$ cat config.mk
export PLATFORM = sky130hd
export DESIGN_NAME = acdp_clock_ctrl
export DESIGN_NICKNAME = d
export VERILOG_FILES = /design/src/rtl/acdp_pkg.sv /design/src/rtl/acdp_clk_div.sv /design/src/rtl/acdp_spi_slave.sv /design/src/rtl/acdp_clock_ctrl.sv
export VERILOG_INCLUDE_DIRS = /design/src /design/src/rtl
export SDC_FILE = /design/constraint.sdc
export NUM_CORES = 1
export LEC_CHECK = 0
export ABC_AREA = 1
export BUFFER_PORTS_ARGS = -buffer_cell sky130_fd_sc_hd__buf_2
export CORE_ASPECT_RATIO = 1.2
export CORE_MARGIN = 2
export CORE_UTILIZATION = 62
export DETAILED_ROUTE_END_ITERATION = 10
export GPL_TIMING_DRIVEN = 0
export PLACE_DENSITY_LB_ADDON = 0.08
export SLEW_MARGIN = 20
export SYNTH_ARGS = -nofsm -noshare
export SYNTH_HDL_FRONTEND = slang
export SYNTH_HIERARCHICAL = 1
export SYNTH_SLANG_ARGS = --single-unit
$ cat constraint.sdc
create_clock -name i_clock -period 3 [get_ports i_clock]
set_input_delay 0.45 -clock i_clock [delete_from_list [all_inputs] [get_ports i_clock]]
set_output_delay 0.45 -clock i_clock [all_outputs]
set_load 0.05 [all_outputs]
$ cat src/rtl/acdp_regs.svh
// Register offsets, field positions, reset values and timing for the clock control block
`ifndef ACDP_REGS_SVH
`define ACDP_REGS_SVH

`define ACDP_OFF_CHAN_SEL 15'h0008
`define ACDP_OFF_PWR_A 15'h003f
`define ACDP_OFF_PWR_B 15'h0040
`define ACDP_OFF_CLK_DIV 15'h0108
`define ACDP_OFF_HALF_DLY 15'h0109
`define ACDP_OFF_DLY_CTL 15'h0110
`define ACDP_OFF_SF_DLY 15'h0111
`define ACDP_OFF_FINE_DLY 15'h0112
`define ACDP_OFF_FILL_SEL 15'h0571
`define ACDP_OFF_REF_SRC 15'h18a6
`define ACDP_OFF_CM_EXP 15'h18e3
`define ACDP_OFF_DIODE 15'h18e6

`define ACDP_RST_CHAN_SEL 8'h03

// Field positions
`define ACDP_DIV_RATIO 1:0
`define ACDP_DIV_PHASE 5:4
`define ACDP_DIV_SYNC_EN 7
`define ACDP_HALF_EN 0
`define ACDP_DLY_MODE 2:0
`define ACDP_PWR_REG_MODE 1:0
`define ACDP_PWR_PIN_FUNC 7:6
`define ACDP_FILL_K_BIT 7
`define ACDP_CM_EXP_BIT 6
`define ACDP_REF_EXP_BIT 0

// Field values
`define ACDP_DLY_OFF 3'h0
`define ACDP_DLY_SF_A 3'h2
`define ACDP_DLY_SF_B 3'h6
`define ACDP_FINE_MAX 8'hbf
`define ACDP_SF_MAX 8'h80
`define ACDP_DIODE_1X 8'h01
`define ACDP_DIODE_20X 8'h02

// Serial frame: 16 command bits then 8 data bits
`define ACDP_SPI_CMD_BITS 5'h10
`define ACDP_SPI_FRAME_BITS 5'h18

// Timing
`define ACDP_CLK_MHZ 200
`define ACDP_DPRST_NS 40
`define ACDP_DPRST_CYC (((`ACDP_DPRST_NS * `ACDP_CLK_MHZ) + 999) / 1000)

`endif

$ cat src/rtl/acdp_pkg.sv
// Types shared by the clock control block
package acdp_pkg;
   typedef enum logic [1:0] {
      DIV_BY_1 = 2'h0,
      DIV_BY_2 = 2'h1,
      DIV_BY_4 = 2'h2,
      DIV_RSVD = 2'h3
   } acdp_div_t;

   typedef enum logic [1:0] {
      SPI_IDLE = 2'h0,
      SPI_CMD = 2'h1,
      SPI_DATA = 2'h2,
      SPI_DONE = 2'h3
   } acdp_spi_st_t;

   typedef enum logic [1:0] {
      PWR_ON = 2'h0,
      PWR_STANDBY = 2'h1,
      PWR_DOWN = 2'h2,
      PWR_RSVD = 2'h3
   } acdp_pwr_t;

   typedef enum logic [1:0] {
      PIN_POWER_DOWN_MODE = 2'h0,
      PIN_STBY = 2'h1,
      PIN_OFF = 2'h2,
      PIN_RSVD = 2'h3
   } acdp_pin_fn_t;
endpackage : acdp_pkg

$ cat src/rtl/acdp_clk_div.sv
// Input clock divider producing the sample enable, realigned by SYSREF
`include "acdp_regs.svh"
module acdp_clk_div
(
   input wire logic i_clock, // 200 MHz clock
   input wire logic i_rstn, // Async reset, active low
   input wire acdp_pkg::acdp_div_t i_ratio, // Divide ratio
   input wire logic i_sync, // Valid SYSREF event, one cycle
   input wire logic [1:0] i_phase, // Counter state loaded on SYSREF
   output logic o_div_en // Divided sample enable pulse
);
   import acdp_pkg::*;

   typedef struct packed {
      logic [1:0] cnt;
      logic en;
   } acdp_div_reg_t;

   acdp_div_reg_t st_ff;
   acdp_div_reg_t nxt_st;
   logic [1:0] last;

   always_comb
   begin
      nxt_st = st_ff;
      case (i_ratio)
         DIV_BY_1: last = 2'h0;
         DIV_BY_2: last = 2'h1;
         default: last = 2'h3;
      endcase
      if (i_sync)
         nxt_st.cnt = i_phase & last;
      else if (st_ff.cnt >= last)
         nxt_st.cnt = 2'h0;
      else
         nxt_st.cnt = st_ff.cnt + 2'h1;
      nxt_st.en = (nxt_st.cnt == 2'h0);
   end

   always_ff @(posedge i_clock or negedge i_rstn)
   begin
      if (!i_rstn)
         st_ff <= '0;
      else
         st_ff <= nxt_st;
   end

   assign o_div_en = st_ff.en;
endmodule : acdp_clk_div

$ cat src/rtl/acdp_spi_slave.sv
// Serial register port: 16-bit command (read flag, 15-bit address), 8 data bits
`include "acdp_regs.svh"
module acdp_spi_slave
(
   input wire logic i_clock, // 200 MHz clock
   input wire logic i_rstn, // Async reset, active low
   input wire logic i_sclk, // Serial clock pin
   input wire logic i_csb_n, // Chip select pin, active low
   input wire logic i_sdi, // Serial data pin, input side
   input wire logic [7:0] i_rdata, // Read data for o_addr
   output logic o_wr, // Write strobe, one cycle
   output logic [14:0] o_addr, // Register address
   output logic [7:0] o_wdata, // Write data
   output logic o_sdo, // Serial data pin, output side
   output logic o_sdo_oe // Serial data pin drive enable
);
   import acdp_pkg::*;

   typedef struct packed {
      logic [2:0] s1;
      logic [2:0] s2;
      logic sclk_d;
      acdp_spi_st_t st;
      logic [4:0] cnt;
      logic [15:0] sh;
      logic rnw;
      logic [14:0] addr;
      logic [7:0] rbuf;
      logic [7:0] wdata;
      logic wr;
      logic sdo;
      logic oe;
   } acdp_spi_reg_t;

   acdp_spi_reg_t st_ff;
   acdp_spi_reg_t nxt_st;
   logic rise;
   logic fall;

   // Pins are sampled, so the serial clock must stay well below a quarter of i_clock
   always_comb
   begin
      nxt_st = st_ff;
      nxt_st.s1 = {i_sclk, i_csb_n, i_sdi};
      nxt_st.s2 = st_ff.s1;
      nxt_st.sclk_d = st_ff.s2[2];
      nxt_st.wr = 1'b0;
      rise = st_ff.s2[2] && !st_ff.sclk_d;
      fall = !st_ff.s2[2] && st_ff.sclk_d;
      if (st_ff.s2[1])
      begin
         nxt_st.st = SPI_IDLE;
         nxt_st.cnt = 5'h00;
         nxt_st.oe = 1'b0;
      end
      else
      begin
         case (st_ff.st)
            SPI_IDLE, SPI_CMD:
            begin
               if (rise)
               begin
                  nxt_st.sh = {st_ff.sh[14:0], st_ff.s2[0]};
                  nxt_st.cnt = st_ff.cnt + 5'h01;
                  nxt_st.st = SPI_CMD;
                  if (nxt_st.cnt == `ACDP_SPI_CMD_BITS)
                  begin
                     nxt_st.st = SPI_DATA;
                     nxt_st.rnw = nxt_st.sh[15];
                     nxt_st.addr = nxt_st.sh[14:0];
                  end
               end
            end
            SPI_DATA:
            begin
               if (fall && st_ff.rnw)
               begin
                  nxt_st.oe = 1'b1;
                  if (st_ff.cnt == `ACDP_SPI_CMD_BITS)
                  begin
                     nxt_st.sdo = i_rdata[7];
                     nxt_st.rbuf = {i_rdata[6:0], 1'b0};
                  end
                  else
                  begin
                     nxt_st.sdo = st_ff.rbuf[7];
                     nxt_st.rbuf = {st_ff.rbuf[6:0], 1'b0};
                  end
               end
               if (rise)
               begin
                  nxt_st.sh = {st_ff.sh[14:0], st_ff.s2[0]};
                  nxt_st.cnt = st_ff.cnt + 5'h01;
                  if (nxt_st.cnt == `ACDP_SPI_FRAME_BITS)
                  begin
                     nxt_st.st = SPI_DONE;
                     nxt_st.wr = !st_ff.rnw;
                     nxt_st.wdata = nxt_st.sh[7:0];
                  end
               end
            end
            SPI_DONE: nxt_st.st = SPI_DONE;
            default: nxt_st.st = SPI_IDLE;
         endcase
      end
   end

   always_ff @(posedge i_clock or negedge i_rstn)
   begin
      if (!i_rstn)
         st_ff <= '0;
      else
         st_ff <= nxt_st;
   end

   assign o_wr = st_ff.wr;
   assign o_addr = st_ff.addr;
   assign o_wdata = st_ff.wdata;
   assign o_sdo = st_ff.sdo;
   assign o_sdo_oe = st_ff.oe;
endmodule : acdp_spi_slave

$ cat src/rtl/acdp_clock_ctrl.sv
// Sample clock divider, delay, power mode and diode export control with register port
//
// Functional notes
// - Sample clock divided by one, two or four as set in the divider register
// - A valid SYSREF loads the divider counter with a programmed state
// - Half input-period delay, enabled per channel in the half-period register
// - Half-period delay changes never disturb the serial output link
// - Three-bit delay mode; superfine active only for values 0x2 and 0x6
// - Eight-bit fine delay selects one of 192 steps
// - Eight-bit unsigned superfine delay, up to 128 steps of 0.25 ps
// - Fine and superfine values held separately per channel
// - Delay changes take effect at once, with no commit step
// - Enabling delay in the control register pulses a datapath reset
// - Rewriting fine or superfine values causes no reset of the link
// - Power pin active high, powers down by default rather than standby
// - Power-down drops the serial link; it runs again as soon as power-down ends
// - Power-down also selectable through the mode field of power register 0x003F
// - Standby keeps the link running and sends zero samples by default
// - Fill select bit set makes standby send /K/ characters instead
// - Diode register value 0x01 exports the 1x diode, 0x02 the 20x one
`include "acdp_regs.svh"
module acdp_clock_ctrl #(
   parameter int NUM_CH = 2, // Converter channels
   parameter int DPRST_CYC = `ACDP_DPRST_CYC // Datapath reset length in cycles
)
(
   input wire logic i_clock, // 200 MHz clock
   input wire logic i_rstn, // Async reset, active low
   input wire logic i_spi_sclk, // Serial clock pin
   input wire logic i_spi_csb_n, // Serial chip select, active low
   input wire logic i_spi_sdio, // Serial data pin, input side
   output logic o_spi_sdio, // Serial data pin, output side
   output logic o_spi_sdio_oe, // Serial data pin drive enable
   input wire logic i_sysref, // SYSREF pin
   input wire logic i_power_standby_pin, // Power control pin, active high
   output logic o_sample_en, // Divided sample clock enable
   output logic [NUM_CH-1:0] o_half_delay_en, // Half-period delay per channel
   output logic [NUM_CH-1:0] o_delay_en, // Fine delay path active per channel
   output logic [NUM_CH-1:0][7:0] o_fine_delay, // Fine delay step per channel
   output logic [NUM_CH-1:0][7:0] o_superfine_delay, // Superfine step per channel
   output logic o_datapath_rst, // Datapath reset, active high
   output logic o_power_down_mode, // Device powered down
   output logic o_standby, // Device in standby
   output logic o_link_enable, // Serial output link running
   output logic o_fill_k, // Standby fill with /K/ characters
   output logic o_fill_zero, // Standby fill with zero samples
   output logic o_temp_diode_1x, // 1x diode on reference pin
   output logic o_temp_diode_20x, // 20x diode on reference pin
   output logic o_common_mode_voltage_export, // Common-mode export on
   output logic o_ref_export, // Reference export on
   output logic o_export_conflict // More than one export enabled
);
   import acdp_pkg::*;

   localparam int RST_W = $clog2(DPRST_CYC + 1);
   localparam int CH_W = (NUM_CH > 1) ? $clog2(NUM_CH) : 1;

   if (NUM_CH < 1 || NUM_CH > 8)
   begin : g_bad_ch
      $error("NUM_CH must be 1 to 8, one channel select bit each");
   end
   if (DPRST_CYC < 1)
   begin : g_bad_rst
      $error("DPRST_CYC must be at least one cycle");
   end

   typedef struct packed {
      logic [1:0] s1;
      logic [1:0] s2;
      logic sysref_d;
      logic sync_pulse;
      logic [7:0] chan_sel;
      logic [7:0] pwr_a;
      logic [7:0] pwr_b;
      logic [7:0] clk_div;
      logic [7:0] fill_sel;
      logic [7:0] ref_src;
      logic [7:0] cm_exp;
      logic [7:0] diode;
      logic [NUM_CH-1:0][7:0] half;
      logic [NUM_CH-1:0][7:0] dly_ctl;
      logic [NUM_CH-1:0][7:0] sf;
      logic [NUM_CH-1:0][7:0] fine;
      logic [RST_W-1:0] rst_cnt;
      logic pwr_dn;
      logic stby;
      logic [NUM_CH-1:0] half_en;
      logic [NUM_CH-1:0] dly_en;
      logic [NUM_CH-1:0][7:0] fine_q;
      logic [NUM_CH-1:0][7:0] sf_q;
      logic dp_rst;
      logic link_en;
      logic fill_k;
      logic fill_zero;
      logic diode_1x;
      logic diode_20x;
      logic cm_en;
      logic ref_en;
      logic conflict;
   } acdp_top_reg_t;

   acdp_top_reg_t st_ff;
   acdp_top_reg_t nxt_st;

   logic spi_wr;
   logic [14:0] spi_addr;
   logic [7:0] spi_wdata;
   logic [7:0] rdata;
   logic [CH_W-1:0] rd_ch;
   logic [NUM_CH-1:0][7:0] half_n;
   logic [NUM_CH-1:0][7:0] ctl_n;
   logic [NUM_CH-1:0][7:0] sf_n;
   logic [NUM_CH-1:0][7:0] fine_n;
   logic [NUM_CH-1:0][7:0] fine_c;
   logic [NUM_CH-1:0][7:0] sf_c;
   logic [NUM_CH-1:0] ctl_on;
   logic [NUM_CH-1:0] sf_on;
   logic [NUM_CH-1:0] en_edge;
   acdp_pin_fn_t pin_fn;
   acdp_pwr_t reg_md;
   acdp_pwr_t pwr_md;
   logic pin_lvl;
   logic [1:0] exp_cnt;

   acdp_spi_slave u_spi (
      .i_clock (i_clock),
      .i_rstn (i_rstn),
      .i_sclk (i_spi_sclk),
      .i_csb_n (i_spi_csb_n),
      .i_sdi (i_spi_sdio),
      .i_rdata (rdata),
      .o_wr (spi_wr),
      .o_addr (spi_addr),
      .o_wdata (spi_wdata),
      .o_sdo (o_spi_sdio),
      .o_sdo_oe (o_spi_sdio_oe)
   );

   acdp_clk_div u_div (
      .i_clock (i_clock),
      .i_rstn (i_rstn),
      .i_ratio (acdp_div_t'(st_ff.clk_div[`ACDP_DIV_RATIO])),
      .i_sync (st_ff.sync_pulse),
      .i_phase (st_ff.clk_div[`ACDP_DIV_PHASE]),
      .o_div_en (o_sample_en)
   );

   // Per-channel register image and delay values
   for (genvar c = 0; c < NUM_CH; c++)
   begin : g_ch
      logic hit;
      assign hit = spi_wr && st_ff.chan_sel[c];
      assign half_n[c] = (hit && spi_addr == `ACDP_OFF_HALF_DLY) ? spi_wdata : st_ff.half[c];
      assign ctl_n[c] = (hit && spi_addr == `ACDP_OFF_DLY_CTL) ? spi_wdata : st_ff.dly_ctl[c];
      assign sf_n[c] = (hit && spi_addr == `ACDP_OFF_SF_DLY) ? spi_wdata : st_ff.sf[c];
      assign fine_n[c] = (hit && spi_addr == `ACDP_OFF_FINE_DLY) ? spi_wdata : st_ff.fine[c];
      assign ctl_on[c] = ctl_n[c][`ACDP_DLY_MODE] != `ACDP_DLY_OFF;
      assign en_edge[c] = ctl_on[c] && st_ff.dly_ctl[c][`ACDP_DLY_MODE] == `ACDP_DLY_OFF;
      assign sf_on[c] = ctl_n[c][`ACDP_DLY_MODE] == `ACDP_DLY_SF_A
         || ctl_n[c][`ACDP_DLY_MODE] == `ACDP_DLY_SF_B;
      // Out-of-range codes saturate at the last real step
      assign fine_c[c] = (fine_n[c] > `ACDP_FINE_MAX) ? `ACDP_FINE_MAX : fine_n[c];
      assign sf_c[c] = !sf_on[c] ? 8'h00
         : (sf_n[c] > `ACDP_SF_MAX) ? `ACDP_SF_MAX : sf_n[c];
   end

   always_comb
   begin
      nxt_st = st_ff;
      nxt_st.s1 = {i_sysref, i_power_standby_pin};
      nxt_st.s2 = st_ff.s1;
      nxt_st.sysref_d = st_ff.s2[1];
      nxt_st.sync_pulse = st_ff.s2[1] && !st_ff.sysref_d
         && st_ff.clk_div[`ACDP_DIV_SYNC_EN];
      if (spi_wr)
      begin
         case (spi_addr)
            `ACDP_OFF_CHAN_SEL: nxt_st.chan_sel = spi_wdata;
            `ACDP_OFF_PWR_A: nxt_st.pwr_a = spi_wdata;
            `ACDP_OFF_PWR_B: nxt_st.pwr_b = spi_wdata;
            `ACDP_OFF_CLK_DIV: nxt_st.clk_div = spi_wdata;
            `ACDP_OFF_FILL_SEL: nxt_st.fill_sel = spi_wdata;
            `ACDP_OFF_REF_SRC: nxt_st.ref_src = spi_wdata;
            `ACDP_OFF_CM_EXP: nxt_st.cm_exp = spi_wdata;
            `ACDP_OFF_DIODE: nxt_st.diode = spi_wdata;
            default: nxt_st.chan_sel = st_ff.chan_sel;
         endcase
      end
      nxt_st.half = half_n;
      nxt_st.dly_ctl = ctl_n;
      nxt_st.sf = sf_n;
      nxt_st.fine = fine_n;

      // Delay outputs follow the write in the next cycle
      for (int c = 0; c < NUM_CH; c++)
      begin
         nxt_st.half_en[c] = half_n[c][`ACDP_HALF_EN];
      end
      nxt_st.dly_en = ctl_on;
      nxt_st.fine_q = fine_c;
      nxt_st.sf_q = sf_c;

      // Only a delay enable restarts the datapath; value writes keep the link aligned
      if (|en_edge)
         nxt_st.rst_cnt = RST_W'(DPRST_CYC);
      else if (st_ff.rst_cnt != '0)
         nxt_st.rst_cnt = st_ff.rst_cnt - RST_W'(1);
      nxt_st.dp_rst = nxt_st.rst_cnt != '0;

      pin_lvl = st_ff.s2[0];
      pin_fn = acdp_pin_fn_t'(nxt_st.pwr_b[`ACDP_PWR_PIN_FUNC]);
      reg_md = acdp_pwr_t'(nxt_st.pwr_a[`ACDP_PWR_REG_MODE]);
      if ((pin_lvl && pin_fn == PIN_POWER_DOWN_MODE) || reg_md == PWR_DOWN)
         pwr_md = PWR_DOWN;
      else if ((pin_lvl && pin_fn == PIN_STBY) || reg_md == PWR_STANDBY)
         pwr_md = PWR_STANDBY;
      else
         pwr_md = PWR_ON;
      nxt_st.pwr_dn = pwr_md == PWR_DOWN;
      nxt_st.stby = pwr_md == PWR_STANDBY;
      nxt_st.link_en = pwr_md != PWR_DOWN;
      nxt_st.fill_k = pwr_md == PWR_STANDBY && nxt_st.fill_sel[`ACDP_FILL_K_BIT];
      nxt_st.fill_zero = pwr_md == PWR_STANDBY && !nxt_st.fill_sel[`ACDP_FILL_K_BIT];

      nxt_st.diode_1x = nxt_st.diode == `ACDP_DIODE_1X;
      nxt_st.diode_20x = nxt_st.diode == `ACDP_DIODE_20X;
      nxt_st.cm_en = nxt_st.cm_exp[`ACDP_CM_EXP_BIT];
      nxt_st.ref_en = nxt_st.ref_src[`ACDP_REF_EXP_BIT];
      // Flag only: overlapping exports leave the pin voltage undefined
      exp_cnt = {1'b0, nxt_st.diode != 8'h00} + {1'b0, nxt_st.cm_en}
         + {1'b0, nxt_st.ref_en};
      nxt_st.conflict = exp_cnt > 2'h1;
   end

   // Per-channel readback shows the lowest selected channel
   always_comb
   begin
      rd_ch = '0;
      for (int c = NUM_CH - 1; c >= 0; c--)
      begin
         if (st_ff.chan_sel[c])
            rd_ch = CH_W'(c);
      end
      case (spi_addr)
         `ACDP_OFF_CHAN_SEL: rdata = st_ff.chan_sel;
         `ACDP_OFF_PWR_A: rdata = st_ff.pwr_a;
         `ACDP_OFF_PWR_B: rdata = st_ff.pwr_b;
         `ACDP_OFF_CLK_DIV: rdata = st_ff.clk_div;
         `ACDP_OFF_HALF_DLY: rdata = st_ff.half[rd_ch];
         `ACDP_OFF_DLY_CTL: rdata = st_ff.dly_ctl[rd_ch];
         `ACDP_OFF_SF_DLY: rdata = st_ff.sf[rd_ch];
         `ACDP_OFF_FINE_DLY: rdata = st_ff.fine[rd_ch];
         `ACDP_OFF_FILL_SEL: rdata = st_ff.fill_sel;
         `ACDP_OFF_REF_SRC: rdata = st_ff.ref_src;
         `ACDP_OFF_CM_EXP: rdata = st_ff.cm_exp;
         `ACDP_OFF_DIODE: rdata = st_ff.diode;
         default: rdata = 8'h00;
      endcase
   end

   always_ff @(posedge i_clock or negedge i_rstn)
   begin
      if (!i_rstn)
      begin
         st_ff <= '0;
         st_ff.chan_sel <= `ACDP_RST_CHAN_SEL;
         st_ff.link_en <= 1'b1;
      end
      else
      begin
         st_ff <= nxt_st;
      end
   end

   assign o_half_delay_en = st_ff.half_en;
   assign o_delay_en = st_ff.dly_en;
   assign o_fine_delay = st_ff.fine_q;
   assign o_superfine_delay = st_ff.sf_q;
   assign o_datapath_rst = st_ff.dp_rst;
   assign o_power_down_mode = st_ff.pwr_dn;
   assign o_standby = st_ff.stby;
   assign o_link_enable = st_ff.link_en;
   assign o_fill_k = st_ff.fill_k;
   assign o_fill_zero = st_ff.fill_zero;
   assign o_temp_diode_1x = st_ff.diode_1x;
   assign o_temp_diode_20x = st_ff.diode_20x;
   assign o_common_mode_voltage_export = st_ff.cm_en;
   assign o_ref_export = st_ff.ref_en;
   assign o_export_conflict = st_ff.conflict;
endmodule : acdp_clock_ctrl

Word-level counts from Yosys, hierarchy flattened
Cells that the tools add are included.

Add/subtract/negate cells: 5. Order comparisons: 7. Eq/ne operators: 36. Multiplexer cells: 56. Bitwise logic cells: 2. Reductions and logical operators: 61.

Operator list (number): 2-to-1 mux 8 bit (25); one-hot mux 8 bit (12 select lines) (1); == test 15 x 9 -> 1 bit (second input constant) (5); 2-to-1 mux 50 bit (1); == test 15 x 13 -> 1 bit (second input constant) (3); one-hot mux 21 bit (2 select lines) (1); 2-to-1 mux 39 bit (1); greater-than comparator 8 bit (second input constant) (4); 2-to-1 mux 23 bit (1); logical AND 1 bit (21); 2-to-1 mux 16 bit (1); 2-to-1 mux 2 bit (8); AND reduction 2 bit (8); == test 15 x 11 -> 1 bit (second input constant) (1); == test 15 x 4 -> 1 bit (second input constant) (1); == test 15 x 6 -> 1 bit (second input constant) (1); == test 15 x 7 -> 1 bit (second input constant) (1); == test 5 bit (second input constant) (3); AND reduction 4 bit (3); == test 2 x 1 -> 1 bit (second input constant) (5); 2-to-1 mux 1 bit (9); 2-to-1 mux 3 bit (3); inequality test 3 x 1 -> 1 bit (second input constant) (3); AND reduction 3 bit (3); other kinds (30) (54).

Register bits: 250. Logic and storage cells: 227.

Depth between registers and ports, before layout
Gate-level depths: netlist (run 1).

Word-level depth: 10. Mapped depth: 15.

By module
Netlist (run 1), hierarchy kept.

By module, submodules not included: acdp_clock_ctrl (instances 1, cells each 1040, area each 8762.2 um2, seq. area each 4533.1 um2); acdp_spi_slave (instances 1, cells each 309, area each 2881.5 um2, seq. area each 1576.5 um2); acdp_clk_div (instances 1, cells each 28, area each 206.4 um2, seq. area each 75.1 um2).

Worst setup path after synthesis (run 1)
Ideal clock, no wire load.

Path type: register to register. From: register u_spi.st_ff, in the netlist u_spi/o_addr[13]. To: register st_ff, in the netlist o_export_conflict. Library setup time: 0.118 ns. Arrival time: 2.096 ns. Required time: 2.882 ns. Path slack: 0.786 ns. Stages on the path, launching flop included: 15. Buffers on the path: 2. Period minus slack after synthesis: 2.214 ns. Path through: dfrtp_1 -> buf_4 -> nor2_4 -> nand2_2 -> nor2_2 -> nand3_4 -> nor2_8 -> buf_8 -> nand2_1 -> o21ai_2 -> nand2_1 -> nor2_1 -> nand3_1 -> ha_1 -> a21o_1.

RTL lines: start: declaration (RTL line acdp_spi_slave.sv:35) `acdp_spi_reg_t st_ff;`; start signal: assignment (RTL line acdp_spi_slave.sv:113) `st_ff <= nxt_st;`; end signal: assignment (RTL line acdp_clock_ctrl.sv:271) `st_ff <= nxt_st;`; end: declaration (RTL line acdp_clock_ctrl.sv:102) `acdp_top_reg_t st_ff;`.

Worst setup path in the final report (run 1)
From: register st_ff[171] (netlist bit). To: register u_spi/st_ff[16] (netlist bit).

Longest elaborated chain between the ends: 5. Elaborated cells between the ends (all ways): 11. Those cells by class: mux (11).

RTL lines: 2-to-1 mux 1 bit * (RTL line acdp_clock_ctrl.sv:241) `if (st_ff.chan_sel[c])`; 2-to-1 mux 8 bit (on tied branches) (2 in a row); one-hot mux 8 bit (12 select lines) * (RTL line acdp_clock_ctrl.sv:244) `case (spi_addr)`; named net rdata[4] (RTL line acdp_clock_ctrl.sv:108) `logic [7:0] rdata;`; 2-to-1 mux 8 bit * (RTL line acdp_spi_slave.sv:79) `` if (st_ff.cnt == `ACDP_SPI_CMD_BITS) ``.

Mark *: on every way through the listed nets, which the timed path passes. The rest lies on a longest branch. The select of a mux whose other input is x is not followed. A chain may end at the register's enable or synchronous reset.

==> results.toml, run 1 <==
[route]
routed_via_density = 5.41
wl_per_cell_um = 16.7
num_vias = 9404
first_pass_iters = 6
drt-initial-drc-count = 804
antenna_left = 0
wirelength_um = 29100
post-route-drc-count = 0

[worst_setup_path]
critPathMaxFanout = 10
setup.worst_path.start = "st_ff[171]"
arrival_ns = 3.21
crit_path_start_kind = "flip-flop"
r2r-end = "u_spi/st_ff[16]"
critical_path_class = "reg2reg"
worstPathRequired_ns = 3.41
crit_path_end_kind = "flip-flop"
r2r_slack_ns = 0.20
reg2reg_depth = 11
r2r-start = "st_ff[171]"
crit_end = "u_spi/st_ff[16]"

[sta]
hold_ws_ns = 0.0197
relSlewSlack_pct = 51.7
setup_violations = 0
tightest_slew_ns = 0.725
rsz0062_at_grt = "false"
fin_setup_tns_ns = 0
finalCritPeriodShare_pct = 93.2
max_freq_ghz = 0.358
finClkSkew_ns = 0.0265
min_period_ns = 2.80
hold_viol = 0
final-max-slew-violation-count = 0

[cts]
clock_sinks = 247
cts.clk_slew.worst_paths_ns = 0.07
ctsHoldBuffers = 1
post_cts_resized = 0
cts_tree = "built"
numCtsBuffers = 25
root_buffer = "clkbuf_16"
h-tree-depth = 1
clock_path_buffers = 3
insertion_delay_ns = 0.54
cts_setup_buffers = 0

[pwr]
power_density_nw_per_um2 = 510
leakage_uw = 0.00693
power_uw = 6840
max-vdd-ir-drop_mv = 0.535

[yosys]
yosysWarnings = 6
ys_ff_latch = 247
synth_top_area_share_pct = 51.5
synthCells = 1377
synth_edf_count = 0
ys_seq_area_share_pct = 52.2
synth_ff_type = "dfrtp_1"
synthArstFlopShare_pct = 100
synth.area.top_cells = "dfrtp_1, nand2_1, o21ai_0"
synth_fp_nets = 1391
netlist_area_um2 = 11900
ys_types = 46
yosysTopAreaCell = "dfrtp_1"
syn_area_per_cell_um2 = 8.61

[global_routing]
grt_antenna_before_repair = 0
grt_pass1_wl_um = 46800
grt_pass1_vias = 8922
grt_max_degree = 95
grt.total_usage_pct = 29.9
grt-ovfl-total = 0

[die]
die_area_um2 = 20200
core_area_um2 = 18800
pin_count = 57
start_util_pct = 63.1
die_width_um = 130
row_count = 55
fp.dieH_um = 155

[final_layout]
final_util_pct = 71.4
layout-drive-gt1-share_pct = 19.2
layout.cells.non_filler = 1737
antennaDiodeCount = 0
nNetsFinal = 1477
syn2layout_area_growth_pct = 13.1

[hold_path]
min_path_type = "in2reg"

[flow_run]
drv_cap = 0

[status]
outcome = "complete, no violations"

[placed_design]
portBuffers = 56
globalplace.congestion = 0.990
dp_cells = 1691
dp_hpwl_um = 21000
## cell usage after synthesis (3+ instances only)
cell,instances
a21oi_1,20
clkbuf_1,19
o211ai_1,13
buf_2,17
nor2_8,3
o22ai_1,5
o21ai_2,12
nand3_1,46
nor2_4,7
nor3_1,12
dfrtp_1,244
o21ai_1,13
nand3_2,7
nand2_1,387
ha_1,7
dfstp_2,3
buf_6,3
nand4_1,47
nor2_1,67
o21ai_0,150
nand2_2,13
inv_2,9
buf_4,64
nand2_4,4
nand3_4,4
inv_1,149
nor2_2,14
mux2_2,10
## layout by cell type, fill, tap and decap left out, types with 25 or more instances in the layout
master / instances
nand2_1: 387
dfrtp_1: 244
o21ai_0: 150
inv_1: 149
buf_2: 72
nor2_1: 67
buf_4: 64
nand4_1: 47
nand3_1: 46
clkbuf_16: 25
## worst max-delay path, stage by stage, from the launching register on
cell	delay, ns
dfstp_2	0.55
inv_1	0.07
nand2_1	0.14
buf_2	0.30
clkbuf_1	0.45
nand2_1	0.10
o21ai_0	0.17
o22ai_1	0.15
nor2_1	0.19
nand3_1	0.24
o21ai_0	0.22
o21ai_1	0.08
## worst min-delay path by stage
stage / startpoint / to / slack [ns] / cells after the start
final: i_power_standby_pin / nxt_st[181] / 0.02 / 1
after global routing: i_power_standby_pin / nxt_st[181] / 0.003 / 1
after CTS: i_power_standby_pin / nxt_st[181] / 0.009 / 1
after detailed placement: u_spi/nxt_st[61] / u_spi/nxt_st[58] / 0.33 / 0
after global placement: u_spi/nxt_st[61] / u_spi/nxt_st[58] / 0.33 / 0
after floorplan: i_rstn / nxt_st[180] / 0.15 / 0
## cell families after synthesis
family | Yosys count | synth area share [%]
compound gates | 224 | 10.5
xor+xnor | 1 | 0.0739
fa+ha+maj | 7 | 0.739
buf+inv | 264 | 11.0
flops | 247 | 52.2
mux | 10 | 0.950
simple gates | 624 | 24.6
## sequential cells by signal, summed over array words and instances, names as in the netlist, 2 cells and up
signal             cells
st_ff                133
u_spi/st_ff           33
o_fine_delay          16
o_superfine_delay     16
u_spi/o_addr          15
u_spi/o_wdata          8
u_spi/nxt_st           4
nxt_st                 3
o_delay_en             2
u_div/st_ff            2
## routing by layer
metal / vias to the layer above / global-route usage (%) / routed length [µm] / share of wire [%]
met1: 4465 / 40.6 / 12100 / 42
met4: 0 / 9.93 / 1050 / 3.6
met2: 320 / 49.6 / 14200 / 49
met3: 70 / 4.26 / 1720 / 5.9
li1: 4549 / - / - / -
met5: - / 0 / 0 / 0
## layout make-up
class | count | area [µm²]
well taps | 256 | 320
repair buffers | 59 | 355
fillers | 1551 | 5380
clock inverters | 14 | 184
inverters | 159 | 602
plain buffers | 105 | 701
multi-input cells | 866 | 4360
flip-flops and latches | 247 | 6180
clock buffers | 31 | 698
## power by group
group	total, µW	switching (µW)	internal, µW
logic	140	111	29.8
clock network	3320	1320	2000
registers	3390	25.8	3360
total	6840	1450	5390
## per-stage QoR
stage          setup slack (ns)  area (µm²)
2_1_floorplan             0.786       11900
3_3_place_gp              -2.84       12500
3_5_place_dp              0.331       12500
4_1_cts                   0.303       13400
5_1_grt                   0.105       13400
6_report                  0.203       13400
Note: power is estimated with default switching activity, not from simulation.
==> run 2: changes to the inputs <==
--- a/config.mk
+++ b/config.mk
@@ -8,7 +8,7 @@
 export LEC_CHECK = 0
 export ABC_AREA = 1
 export BUFFER_PORTS_ARGS = -buffer_cell sky130_fd_sc_hd__buf_2
-export CORE_ASPECT_RATIO = 1.2
+export CORE_ASPECT_RATIO = 0.5
 export CORE_MARGIN = 2
 export CORE_UTILIZATION = 62
 export DETAILED_ROUTE_END_ITERATION = 10
==> run 2 against run 1 <==
Sequential power hardly changed. Flip-flop and latch count unchanged. Design area shrank 0.81%. Final cell count about the same. Combinational power is 4% higher. First-iteration DRC count grew 46%. Power fell by 6.5%. Sequential share of layout area grew 0.38 points. Clock-buffer cell count up 6. Largest cell class unchanged.
==> results.toml, run 2 (synthesized netlist as in run 1, its figures left out) <==
[status]
outcome = "complete, no violations"

[die]
core_area_um2 = 18600
pin_count = 57
fp.dieH_um = 102
row_count = 35
die_width_um = 200
start_util_pct = 63.8
die_area_um2 = 20300

[pwr]
max-vdd-ir-drop_mv = 0.337
sequentialPowerShare_pct = 52.9
netSwitchingFraction_pct = 21.0
clkPwrFrac_pct = 44.8
combPwrFrac_pct = 2.3
intPower_uw = 5060
leakage_uw = 0.00687
net-switching-power_uw = 1340
power_density_nw_per_um2 = 481

[sta]
rsz0062_at_grt = "false"
hold_viol = 0
max_freq_ghz = 0.356
tightest_slew_ns = 0.786
final-max-slew-violation-count = 0
fin_ws_ns = 0.188
min_period_ns = 2.81
relSlewSlack_pct = 47.6
finalCritPeriodShare_pct = 93.7
finClkSkew_ns = 0.0122
setup_violations = 0

[final_layout]
regArea_um2 = 6180
layout_common_cells = "nand2_1, dfrtp_1, o21ai_0"
multi_input_area_um2 = 4370
largest_register = "st_ff"
final_common_cell = "nand2_1"
largest_registers = "st_ff (133), u_spi/st_ff (33)"
fillers = 1522
nNetsFinal = 1475
stdcell_area_um2 = 13300
largest_reg_flops = 133
layout-drive-gt1-share_pct = 18.6
syn2layout_area_growth_pct = 12.2
final_util_pct = 71.6

[route]
wirelength_um = 29400
first_pass_iters = 6
routed_via_density = 5.54
post-route-drc-count = 0
num_vias = 9609
wl_per_cell_um = 17.0
antenna_left = 0
drt-initial-drc-count = 1175

[cts]
cts.clk_slew.worst_paths_ns = 0.07
numCtsBuffers = 22
cts_tree = "built"
insertion_delay_ns = 0.51
clock_path_buffers = 3
h-tree-depth = 1
root_buffer = "clkbuf_16"
clock_sinks = 247

[worst_setup_path]
r2r_slack_ns = 0.19
critPathMaxFanout = 10
critical-path-max-stage-delay_ns = 0.59
worstPathRequired_ns = 3.39
arrival_ns = 3.21
cp_slowest_cell = "dfstp_2"
reg2reg_depth = 9
crit_family = "compound AO/OA/AOI/OAI gates"
r2r-end = "u_spi/st_ff[17]"
r2r-start = "st_ff[171]"
critical_path_class = "reg2reg"
cp.buffers_inverters = 3
crit_path_end_kind = "flip-flop"
worstPathCellList = "inv_1, nand2_1, buf_2, clkbuf_1, o21ai_0, a211oi_2, nand3_1, o21ai_0, o21ai_1"
crit_path_frequent_cell = "o21ai_0"
crit_path_start_kind = "flip-flop"

[hold_path]
min_path_type = "in2reg"
hold_depth = 1
hold_start = "i_spi_csb_n"
hold_path_end = "u_spi/nxt_st[60]"

[global_routing]
grt_pass1_vias = 8933
grt.total_usage_pct = 30.3
grt_antenna_before_repair = 1
grt_pass1_wl_um = 46900
grt_max_degree = 76
grt-ovfl-total = 0

[placed_design]
globalplace.congestion = 0.962
portBuffers = 56
dp_hpwl_um = 21600
dp_slack_ns = 0.100
dpl-instance-area_um2 = 12500

[flow_run]
drv_cap = 0
-- run 2: changes by cell type in the layout (fill, tap and decap cells not counted), sizes merged --
cell      previous run  this run
diode                0         1
clkinv               8         1
inv                160       159
clkbuf              50        56
buf                144       145
clkinvlp             1         0
bufinv               4         1
-- run 2: stage by stage --
stage / hold slack (ns) / std cells / TNS, ns / total power, µW
6_report: 0.0466 / 1736 / 0 / 6400
5_1_grt: 0.0344 / 1735 / 0 / 6600
4_1_cts: 0.0334 / 1735 / 0 / 6440
3_5_place_dp: 0.335 / 1695 / 0 / 3600
3_3_place_gp: 0.334 / 1692 / -666.56 / 3580
2_1_floorplan: 0.154 / 1377 / 0 / 3490
-- run 2: power groups by stage --
| stage | Clock [µW] | Combinational [µW] | Sequential [µW] |
|---|---|---|---|
| 3_3_place_gp | 0 | 130 | 3450 |
| 3_5_place_dp | 0 | 149 | 3450 |
| 6_report | 2870 | 145 | 3390 |
| 2_1_floorplan | 0 | 46.1 | 3450 |
| 4_1_cts | 2910 | 151 | 3390 |
| 5_1_grt | 3040 | 172 | 3390 |
-- run 2: timing repair --
| item | 4_1_cts | 5_1_grt |
|---|---|---|
| endpoints found under the setup margin | 0 | 2 |
| gates resized for setup | 0 | 3 |
| buffers inserted | 0 | 0 |
| hold buffers | 1 | 0 |
| hold endpoints to repair | 50 | 0 |
-- run 2: per-layer routing --
layer,GRT usage (%),vias up,share of wire [%]
met3,6.33,56,9.4
met4,6.44,0,2.0
met2,47.3,455,44
met5,0,-,0
met1,44.4,4556,45
li1,-,4542,-
-- run 2: worst reg2reg max path: stages, from the launching register on --
cell and delay, ns:
dfstp_2 0.59, inv_1 0.08, nand2_1 0.12, buf_2 0.30, clkbuf_1 0.42, o21ai_0 0.24, a211oi_2 0.45, nand3_1 0.19
o21ai_0 0.20, o21ai_1 0.08
-- run 2: layout make-up --
class / count / area share [%]
Buffer: 105 / 5.28
Clock buffer: 37 / 5.25
Multi-Input combinational cell: 866 / 32.8
Clock inverter: 2 / 0.263
Antenna cell: 1 / 0.0188
Tap cell: 259 / 2.44
Sequential cell: 247 / 46.5
Inverter: 159 / 4.53
Timing Repair Buffer: 60 / 2.88
-- run 2: worst max path at each step --
stage                     start                   end  slack, ns  depth (start not counted)
2_1_floorplan  u_spi/o_addr[13]     o_export_conflict       0.79                         14
3_3_place_gp             i_rstn  o_superfine_delay[2]      -2.75                          1
3_5_place_dp         st_ff[171]       u_spi/st_ff[17]        0.1                          9
4_1_cts              st_ff[171]       u_spi/st_ff[17]       0.08                          9
5_1_grt        u_spi/o_addr[10]       u_spi/st_ff[15]       0.07                         13
6_report             st_ff[171]       u_spi/st_ff[17]       0.19                          9
